===== src/core/lae_map.svh =====
// Status word layout, reset values and default range for the alarm block
`ifndef LAE_MAP_SVH
`define LAE_MAP_SVH
`define LAE_CHANNELS      4        // Alarms per loop
`define LAE_BITS_PER_CH   3        // Active, unacked, enabled per alarm
`define LAE_ACT_OFS       0        // Active bit within a channel group
`define LAE_UNACK_OFS     1        // Unacknowledged bit within a group
`define LAE_EN_OFS        2        // Enabled bit within a group
`define LAE_OS_BIT        12       // Service exempt flag
`define LAE_CC_BIT        13       // Setup changed flag
`define LAE_NA_BIT        14       // Loop unacknowledged flag
`define LAE_AE_BIT        15       // Loop event active flag
`define LAE_STATUS_RST    16'h0000 // Status word after reset
`define LAE_DFLT_RANGE_LO 0        // Default low range, 0.0
`define LAE_DFLT_RANGE_HI 100      // Default high range, 100.0
`define LAE_PRIO_ACK_MIN  3'h1     // Lowest priority code needing ack
`define LAE_PRIO_ACK_MAX  3'h4     // Highest priority code needing ack
`endif


===== src/core/lae_pkg.sv =====
// Types shared by the loop alarm evaluator
package lae_pkg;
  // Alarm channel comparison kind
  typedef enum logic [2:0] {
    LAE_NONE,
    LAE_UPPER_THRESHOLD,
    LAE_UNDER_THRESHOLD,
    LAE_POSITIVE_GAP,
    LAE_NEGATIVE_GAP,
    LAE_SETPOINT_GAP,
    LAE_SPAN_EXIT
  } lae_alarm_e;
  // Alarm priority code, 1 highest, 5 display only
  typedef logic [2:0] lae_prio_t;
endpackage : lae_pkg


===== src/core/lae_compare.sv =====
// Trip and clear conditions of one alarm channel
`timescale 1ns/100ps
module lae_compare #(
  parameter int DATA_W = 16
) (
  input  lae_pkg::lae_alarm_e           kind_in,   // Comparison kind
  input  wire logic signed [DATA_W-1:0] proc_in,   // Process input
  input  wire logic signed [DATA_W-1:0] dev_in,    // Deviation input
  input  wire logic signed [DATA_W-1:0] limit_in,  // Alarm limit
  input  wire logic signed [DATA_W-1:0] dband_in,  // Deadband
  input  wire logic signed [DATA_W-1:0] rng_lo_in, // Range low limit
  input  wire logic signed [DATA_W-1:0] rng_hi_in, // Range high limit
  output logic                          trip_out,  // Trip condition
  output logic                          clear_out  // Clear condition
);
  import lae_pkg::*;
  localparam int XW = DATA_W + 2;  // Headroom for sums and differences

  // Sign extension to the working width
  function automatic logic signed [XW-1:0] ext(
    input logic signed [DATA_W-1:0] v);
    return XW'(v);
  endfunction : ext

  logic signed [XW-1:0] gap;   // Process minus deviation
  logic signed [XW-1:0] mag;   // Absolute gap
  logic signed [XW-1:0] lim;   // Limit, extended
  logic signed [XW-1:0] db;    // Deadband, extended

  // Compare per kind; never trips when unconfigured
  always_comb begin
    gap       = ext(proc_in) - ext(dev_in);
    mag       = gap[XW-1] ? -gap : gap;
    lim       = ext(limit_in);
    db        = ext(dband_in);
    trip_out  = 1'b0;
    clear_out = 1'b1;
    case (kind_in)
      LAE_UPPER_THRESHOLD: begin
        trip_out  = ext(proc_in) >= lim;
        clear_out = ext(proc_in) < (lim - db);
      end
      LAE_UNDER_THRESHOLD: begin
        trip_out  = ext(proc_in) <= lim;
        clear_out = ext(proc_in) > (lim + db);
      end
      LAE_POSITIVE_GAP: begin
        trip_out  = gap >= lim;
        clear_out = gap < (lim - db);
      end
      LAE_NEGATIVE_GAP: begin
        trip_out  = -gap >= lim;
        clear_out = -gap < (lim - db);
      end
      LAE_SETPOINT_GAP: begin
        trip_out  = mag >= lim;
        clear_out = mag < (lim - db);
      end
      LAE_SPAN_EXIT: begin
        trip_out  = (ext(proc_in) >= ext(rng_hi_in)) ||
                    (ext(proc_in) <= ext(rng_lo_in));
        // Back inside the span by the deadband on both edges
        clear_out = (ext(proc_in) < (ext(rng_hi_in) - db)) &&
                    (ext(proc_in) > (ext(rng_lo_in) + db));
      end
      default: begin
        trip_out  = 1'b0;
        clear_out = 1'b1;
      end
    endcase
  end
endmodule : lae_compare


===== src/core/lae_qualify.sv =====
// Delay-in and delay-out qualification of one alarm channel
`timescale 1ns/100ps
module lae_qualify #(
  parameter int CNT_W = 8
) (
  input  wire logic             clk_in,     // Clock
  input  wire logic             rst_n_in,   // Sync reset, active low
  input  wire logic             strobe_in,  // Scan cycle strobe
  input  wire logic             enable_in,  // Channel enabled
  input  wire logic             force_in,   // Cold start clear
  input  wire logic             trip_in,    // Trip condition
  input  wire logic             clear_in,   // Clear condition
  input  wire logic [CNT_W-1:0] dly_in_in,  // Delay-in, in scans
  input  wire logic [CNT_W-1:0] dly_out_in, // Delay-out, in scans
  output logic                  active_out  // Qualified alarm state
);
  logic [CNT_W-1:0] cnt_q;   // Scans the pending condition has held

  // Count held scans, flip state once the delay is met
  always_ff @(posedge clk_in) begin
    if (!rst_n_in || force_in || !enable_in) begin
      active_out <= 1'b0;
      cnt_q      <= '0;
    end else if (strobe_in) begin
      if (!active_out) begin
        if (!trip_in) begin
          cnt_q <= '0;        // Broken run restarts delay-in
        end else if (cnt_q >= dly_in_in) begin
          active_out <= 1'b1;
          cnt_q      <= '0;
        end else begin
          cnt_q <= cnt_q + 1'b1;
        end
      end else begin
        if (!clear_in) begin
          cnt_q <= '0;        // Broken run restarts delay-out
        end else if (cnt_q >= dly_out_in) begin
          active_out <= 1'b0;
          cnt_q      <= '0;
        end else begin
          cnt_q <= cnt_q + 1'b1;
        end
      end
    end
  end
endmodule : lae_qualify


===== src/core/lae_loop_alarm_evaluator.sv =====
// Four-channel loop alarm evaluator with packed alarm status word
//
// How it works
// - Upper threshold trips at limit, deadband clear
// - Under threshold trips at limit, deadband clear
// - Positive gap: process minus deviation
// - Negative gap: deviation minus process
// - Setpoint gap uses absolute difference
// - Span exit trips at range edges
// - Span exit clears inside range by deadband
// - Warm start keeps alarm and ack state
// - Cold start zeroes alarm_out and resets alarms
// - Cold start loads enables from settings
// - Three status bits per alarm, bits 0-11
// - Active and unacknowledged bits reflect alarm
// - Disabled channel clears bits, keeps settings
// - Bit 12 service exempt, remote only
// - Bit 13 setup changed, remote clears
// - Bit 15 any loop event active
// - Bit 14 unacked; writing zero acknowledges all
// - Trip only after delay-in held
// - Clear only after delay-out held
// - Ringback re-requests ack on clear
// - Default range 0.0 to 100.0
`timescale 1ns/100ps
`include "lae_map.svh"
module lae_loop_alarm_evaluator #(
  parameter int DATA_W = 16,  // Width of engineering values
  parameter int CNT_W  = 8    // Width of delay counts, in scans
) (
  input  wire logic                   clk_in,          // Clock, 50 MHz
  input  wire logic                   rst_n_in,        // Sync reset
  input  wire logic                   scan_strobe_in,  // Scan cycle tick
  input  wire logic                   start_pulse_in,  // Power-up start
  input  wire logic                   start_cold_in,   // Start is cold
  input  wire logic signed [DATA_W-1:0] process_in,    // Process input
  input  wire logic signed [DATA_W-1:0] deviation_in,  // Deviation input
  input  wire logic                   range_valid_in,  // Range configured
  input  wire logic signed [DATA_W-1:0] range_lo_in,   // Range low
  input  wire logic signed [DATA_W-1:0] range_hi_in,   // Range high
  input  lae_pkg::lae_alarm_e         kind_in [`LAE_CHANNELS], // Types
  input  wire logic [`LAE_CHANNELS-1:0][DATA_W-1:0] limit_in,  // Limits
  input  wire logic [`LAE_CHANNELS-1:0][DATA_W-1:0] dband_in,  // Deadbands
  input  wire logic [`LAE_CHANNELS-1:0][CNT_W-1:0] dly_in_in,  // Delay-in
  input  wire logic [`LAE_CHANNELS-1:0][CNT_W-1:0] dly_out_in, // Delay-out
  input  lae_pkg::lae_prio_t          prio_in [`LAE_CHANNELS], // Priority
  input  wire logic [`LAE_CHANNELS-1:0] ringback_in,     // Ringback on
  input  wire logic [`LAE_CHANNELS-1:0] coldstart_enable_setting_in, // En
  input  wire logic [`LAE_CHANNELS-1:0] enable_set_in,   // Enable pulse
  input  wire logic [`LAE_CHANNELS-1:0] enable_clr_in,   // Disable pulse
  input  wire logic [`LAE_CHANNELS-1:0] ack_in,          // Local ack pulse
  input  wire logic                   cfg_changed_in,  // Setup changed
  input  wire logic                   status_wr_in,    // Remote write
  input  wire logic [15:0]            status_wdata_in, // Remote data
  output logic [15:0]                 status_out,      // Status word
  output logic [`LAE_CHANNELS-1:0]    alarm_out        // Alarm states
);
  import lae_pkg::*;
  localparam int NCH = `LAE_CHANNELS;  // Channel count

  // Refuse widths the arithmetic cannot serve
  if (DATA_W < 4 || DATA_W > 30) begin : g_bad_width
    $error("DATA_W must lie between 4 and 30");
  end
  if (CNT_W < 1 || CNT_W > 16) begin : g_bad_cnt
    $error("CNT_W must lie between 1 and 16");
  end

  // Priorities 1 to 4 need acknowledgment, 5 only displays
  function automatic logic needs_ack(input lae_prio_t p);
    return (p >= `LAE_PRIO_ACK_MIN) && (p <= `LAE_PRIO_ACK_MAX);
  endfunction : needs_ack

  logic                   cold_w;       // Cold start this cycle
  logic signed [DATA_W-1:0] rng_lo_w;   // Effective range low
  logic signed [DATA_W-1:0] rng_hi_w;   // Effective range high
  logic [NCH-1:0]         trip_w;       // Raw trip conditions
  logic [NCH-1:0]         clear_w;      // Raw clear conditions
  logic [NCH-1:0]         qual_w;       // Qualified states
  logic [NCH-1:0]         act_w;        // Active, gated by enable
  logic [NCH-1:0]         rise_w;       // Alarm just tripped
  logic [NCH-1:0]         fall_w;       // Alarm just cleared
  logic [NCH-1:0]         need_ack_w;   // Priority needs ack
  logic [NCH-1:0]         ack_all_w;    // Acknowledge strobes
  logic                   na_wr0_w;     // Remote wrote NA as zero
  logic [NCH-1:0]         en_q;         // Channel enables
  logic [NCH-1:0]         act_prev_q;   // Active one cycle ago
  logic [NCH-1:0]         unack_q;      // Awaiting acknowledgment
  logic [NCH-1:0]         unack_d;      // Next unack state
  logic [NCH-1:0]         unack_w;      // Unacked, gated by enable
  logic                   os_q;         // Service exempt flag
  logic                   cc_q;         // Setup changed flag
  logic [15:0]            status_q;     // Registered status word
  logic [15:0]            status_d;     // Packed status word

  // Cold start recognised on the start pulse
  assign cold_w = start_pulse_in && start_cold_in;

  // Unconfigured range falls back to the default span
  assign rng_lo_w = range_valid_in ? range_lo_in
                                   : DATA_W'(`LAE_DFLT_RANGE_LO);
  assign rng_hi_w = range_valid_in ? range_hi_in
                                   : DATA_W'(`LAE_DFLT_RANGE_HI);

  // One comparator and one qualifier per channel
  for (genvar g = 0; g < NCH; g++) begin : g_chan
    lae_compare #(
      .DATA_W (DATA_W)
    ) u_cmp (
      .kind_in   (kind_in[g]),
      .proc_in   (process_in),
      .dev_in    (deviation_in),
      .limit_in  (limit_in[g]),
      .dband_in  (dband_in[g]),
      .rng_lo_in (rng_lo_w),
      .rng_hi_in (rng_hi_w),
      .trip_out  (trip_w[g]),
      .clear_out (clear_w[g])
    );
    lae_qualify #(
      .CNT_W (CNT_W)
    ) u_qual (
      .clk_in     (clk_in),
      .rst_n_in   (rst_n_in),
      .strobe_in  (scan_strobe_in),
      .enable_in  (en_q[g]),
      .force_in   (cold_w),
      .trip_in    (trip_w[g]),
      .clear_in   (clear_w[g]),
      .dly_in_in  (dly_in_in[g]),
      .dly_out_in (dly_out_in[g]),
      .active_out (qual_w[g])
    );
    assign need_ack_w[g] = needs_ack(prio_in[g]);
  end

  // Disabled channels never show active
  assign act_w     = qual_w & en_q;
  assign unack_w   = unack_q & en_q;
  assign alarm_out = act_w;
  assign rise_w    = act_w & ~act_prev_q;
  assign fall_w    = ~act_w & act_prev_q & en_q;
  assign na_wr0_w  = status_wr_in && !status_wdata_in[`LAE_NA_BIT];
  assign ack_all_w = ack_in | {NCH{na_wr0_w}};

  // Channel enables: cold start loads settings, warm start keeps
  always_ff @(posedge clk_in) begin
    if (!rst_n_in) begin
      en_q <= '0;
    end else if (cold_w) begin
      en_q <= coldstart_enable_setting_in;
    end else begin
      // Disable wins over a same-cycle enable
      en_q <= (en_q | enable_set_in) & ~enable_clr_in;
    end
  end

  // Previous active state for edge detection
  always_ff @(posedge clk_in) begin
    if (!rst_n_in || cold_w) begin
      act_prev_q <= '0;
    end else begin
      act_prev_q <= act_w;
    end
  end

  // Acknowledgment tracking; a new request beats a same-cycle ack
  always_comb begin
    unack_d = (unack_q & ~ack_all_w)
            | (rise_w & need_ack_w)
            | (fall_w & ringback_in & need_ack_w & ~unack_q);
    unack_d = unack_d & en_q;
  end

  // Unacked state; warm start leaves it untouched
  always_ff @(posedge clk_in) begin
    if (!rst_n_in || cold_w) begin
      unack_q <= '0;
    end else begin
      unack_q <= unack_d;
    end
  end

  // Service exempt flag, written only by the remote station
  always_ff @(posedge clk_in) begin
    if (!rst_n_in) begin
      os_q <= 1'b0;
    end else if (status_wr_in) begin
      os_q <= status_wdata_in[`LAE_OS_BIT];
    end
  end

  // Setup changed flag; a new change beats a remote clear
  always_ff @(posedge clk_in) begin
    if (!rst_n_in) begin
      cc_q <= 1'b0;
    end else if (cfg_changed_in) begin
      cc_q <= 1'b1;
    end else if (status_wr_in && !status_wdata_in[`LAE_CC_BIT]) begin
      cc_q <= 1'b0;
    end
  end

  // Pack the status word from live state
  always_comb begin
    status_d = `LAE_STATUS_RST;
    for (int i = 0; i < NCH; i++) begin
      status_d[i*`LAE_BITS_PER_CH + `LAE_ACT_OFS]   = act_w[i];
      status_d[i*`LAE_BITS_PER_CH + `LAE_UNACK_OFS] = unack_w[i];
      status_d[i*`LAE_BITS_PER_CH + `LAE_EN_OFS]    = en_q[i];
    end
    status_d[`LAE_OS_BIT] = os_q;
    status_d[`LAE_CC_BIT] = cc_q;
    status_d[`LAE_NA_BIT] = |unack_w;
    status_d[`LAE_AE_BIT] = |act_w;
  end

  // Status word register seen by the remote station
  always_ff @(posedge clk_in) begin
    if (!rst_n_in) begin
      status_q <= `LAE_STATUS_RST;
    end else begin
      status_q <= status_d;
    end
  end
  assign status_out = status_q;
endmodule : lae_loop_alarm_evaluator


===== config.mk =====
export PLATFORM = sky130hd
export DESIGN_NAME = lae_loop_alarm_evaluator
export DESIGN_NICKNAME = d
export VERILOG_FILES = /design/src/core/lae_pkg.sv /design/src/core/lae_compare.sv /design/src/core/lae_qualify.sv /design/src/core/lae_loop_alarm_evaluator.sv
export VERILOG_INCLUDE_DIRS = /design/src /design/src/core
export SDC_FILE = /design/constraint.sdc
export NUM_CORES = 2
export LEC_CHECK = 0
export BUFFER_PORTS_ARGS = -buffer_cell sky130_fd_sc_hd__buf_2
export CAP_MARGIN = 20
export CORE_MARGIN = 2
export CORE_UTILIZATION = 64
export CTS_CLUSTER_DIAMETER = 50
export DETAILED_ROUTE_END_ITERATION = 10
export PLACE_DENSITY_LB_ADDON = 0.15
export SYNTH_ARGS = -nofsm -noshare
export SYNTH_HDL_FRONTEND = slang
export SYNTH_HIERARCHICAL = 1
export SYNTH_SLANG_ARGS = --single-unit

===== constraint.sdc =====
create_clock -name clk_in -period 7.9 [get_ports clk_in]
set_input_delay 0.79 -clock clk_in [delete_from_list [all_inputs] [get_ports clk_in]]
set_output_delay 0.79 -clock clk_in [all_outputs]
set_load 0.01 [all_outputs]

==> flow_metrics.py <==
metrics = {
    "die": {
        "die_w_um": 256,
        "core_um2": 63000,
        "rows": 92,
        "io_pins": 344,
        "start_util_pct": 64.6,
        "die-area_um2": 65600,
        "die_h_um": 256,
    },
    "cts": {
        "root_buffer": "clkbuf_16",
        "htreeDepth": 3,
        "cts_resized": 0,
        "clkLatencyLatePin_ps": 350,
        "tritoncts": "yes",
        "clk_pin_slew_ps": 60,
        "numCtsBuffers": 9,
        "cts_sinks": 66,
        "cts_setup_buffers": 0,
        "clk_path_buf_depth": 2,
        "cts_hold_buffers": 0,
    },
    "sta": {
        "worst_slew_pin_slew_ps": 1080,
        "setup_violations": 0,
        "relSlewSlack_pct": 27.9,
        "slew_violations": 0,
        "fmax_mhz": 138,
        "rsz0062_at_grt": "false",
        "finalSetupTns_ps": 0,
        "worst_clock_skew_ps": 5.52,
        "hold_viol": 0,
        "fin_hold_ws_ps": 475,
        "min_period_ps": 7250,
        "timing.final.crit_share_pct": 91.8,
        "post-route-worst-setup-slack_ps": 647,
    },
    "global_routing": {
        "grt_overflow": 0,
        "grt_pass1_vias": 39190,
        "grt_pass1_wl_um": 211000,
        "grt_max_degree": 60,
        "antenna_found_initial": 13,
        "grt_usage_pct": 40.4,
    },
    "power": {
        "powerDensity_nw_per_um2": 122,
        "peakVddDrop_v": 0.000106,
        "power_leakage_uw": 0.0232,
    },
    "final_layout": {
        "drive_gt1_share_pct": 9.95,
        "fillers": 5533,
        "area_growth_pct": 8.39,
        "mostFrequentLayoutCells": "1264 x ha_1, 568 x inv_1, 392 x a21oi_1, 332 x nor2_1, 330 x buf_2",
        "nNetsFinal": 7162,
        "final_common_cell": "ha_1",
    },
    "synth": {
        "ys_seq_area_share_pct": 3.25,
        "syn-num-nets": 6795,
        "netlist_area_um2": 40700,
        "synth_edf_count": 0,
        "yosys_most_used_dff": "dfxtp_1",
        "syn_avg_cell_area_um2": 7.84,
        "yosys.cell_types.count": 114,
        "netlist_instances": 5187,
        "async_reset_ff_share_pct": 0,
        "yosys_warnings": 6,
        "ys_ff_latch": 66,
    },
    "worst_setup_path": {
        "path_class": "primary input to flop",
        "end_kind": "flop",
        "critical_path.top_delay_family": "simple AND/OR/NAND/NOR gates",
        "slowest_stage": "or4_4",
        "crit_buf_inv": 3,
        "cp_data_required_time_ps": 8170,
        "cp_slowest_stage_delay_ps": 530,
        "critPathMaxFanout": 8,
        "critPathArrivalTime_ps": 7520,
        "start_kind": "primary input",
    },
    "placed_design": {
        "place.gp.congestion": 1.02,
        "hpwl_um": 114000,
        "io_buffers": 330,
        "preCtsSetupSlack_ps": 487,
    },
    "run": {
        "maxCapViolations": 0,
    },
    "route": {
        "drt_wl_total_um": 137000,
        "first_pass_iters": 5,
        "viasPerCell": 6.42,
        "drc": 0,
        "vias": 41188,
        "antenna_left": 0,
        "wl_per_cell_um": 21.4,
        "drtIter0Drc": 3203,
    },
    "min_path": {
        "hold_class": "flop to flop",
    },
    "status": {
        "outcome": "finished, final reports clean",
    },
}
-- per-stage QoR --
stage          cell area (um^2)  cells  util (%)  total power, uW
3_3_place_gp              43700   6389      69.5             4690
5_1_grt                   44100   6412      70.0             5930
6_report                  44100   6416      70.0             5370
4_1_cts                   44000   6405      69.9             5260
3_5_place_dp              43700   6389      69.5             4820
2_1_floorplan             40700   5187         -             3590
-- final cells by class --
class | count | area, um^2 | area share [%]
repair buffers | 405 | 2230 | 5.05
clock buffers | 10 | 239 | 0.542
diodes | 11 | 27.5 | 0.0625
multi-input cells | 4498 | 37000 | 83.9
inverters | 574 | 2160 | 4.89
flip-flops and latches | 66 | 1320 | 3.00
well taps | 846 | 1060 | 2.40
clock inverters | 6 | 66.3 | 0.150
-- power by group --
part	leakage [uW]	internal [uW]	switching [uW]
Combinational	0.0225	1920	2690
Clock	0.000152	253	161
Sequential	0.000533	336	3.41
Total	0.0232	2510	2860
-- registers in the layout (all words and copies together) (netlist names) --
register,flops
g_chan.u_qual/active_out,4
status_out,16
unack_q,4
act_prev_q,4
os_q,1
en_q,4
g_chan.u_qual/cnt_q,32
cc_q,1
-- worst reg2reg max path: stages (launching register included) --
cell and delay [ps]:
dfxtp_1 460, ha_1 300, a211oi_1 230, o21ai_1 140, a211oi_2 440, nor2_4 120, a211oi_2 230
-- per-layer routing --
metal	vias to the layer above	global-route usage (%)	share of wire, %
li1	19904	-	-
met1	19201	52.6	42
met2	1672	63.8	42
met3	409	6.58	9.7
met4	2	21.7	6.4
met5	-	0	0.0051
-- cells by family (layout without fill, tap and decap cells) --
kind of cell,Yosys count,count (layout),synth area share [%]
XOR/XNOR,384,384,8.36
multiplexers,23,23,0.588
flip-flops,66,66,3.25
buffers and inverters,623,995,5.82
AO/OA/AOI/OAI,1461,1461,24.5
adder cells (fa/ha/maj),1284,1284,39.9
AND/OR/NAND/NOR,1346,1346,17.6
other,0,11,0
-- synth_stat cells, types with 12 or more instances --
library cell  instances  share of area (%)
a2111oi_0            33               0.71
a211o_1              15               0.32
a211oi_1             47               0.87
a211oi_2             20               0.62
a21o_1              288                5.3
a21oi_1             392                4.8
a31oi_1              56               0.86
and2_1               45               0.69
and3_1               48               0.74
and4_1               15               0.32
clkbuf_1             36               0.33
dfxtp_1              66                3.2
fa_1                 20               0.98
ha_1               1264                 39
inv_1               568                5.2
mux2i_1              16               0.39
nand2_1             214                2.0
nand2b_1             86                1.3
nand3_1              79               0.97
nand3b_1             25               0.46
nand4_1             143                2.2
nor2_1              332                3.1
nor2b_1              93                1.4
nor3_1               99                1.2
nor3b_1              16               0.30
nor4_1               28               0.43
o2111ai_1            14               0.30
o211ai_1             48               0.89
o21a_1               54                1.0
o21ai_0             209                2.6
o21ai_1              13               0.16
o21bai_1             58                1.1
o22ai_1              13               0.20
o31ai_1              28               0.52
or2_2                15               0.23
or3_1                33               0.51
or4_1                12               0.22
xnor2_1             229                4.9
xor2_1              150                3.2
-- final timing paths --
path                                   from  slack [ps]  depth (start not counted)                        end
setup / recovery              process_in[0]         650                         26  g_chan[0].u_qual/cnt_q[5]
hold / removal                         os_q         480                          1             status_out[12]
setup reg to reg  g_chan[2].u_qual/cnt_q[2]        5880                          6  g_chan[2].u_qual/cnt_q[4]
hold reg to reg                        os_q         480                          1             status_out[12]
Note: power is estimated with default switching activity, not from simulation.
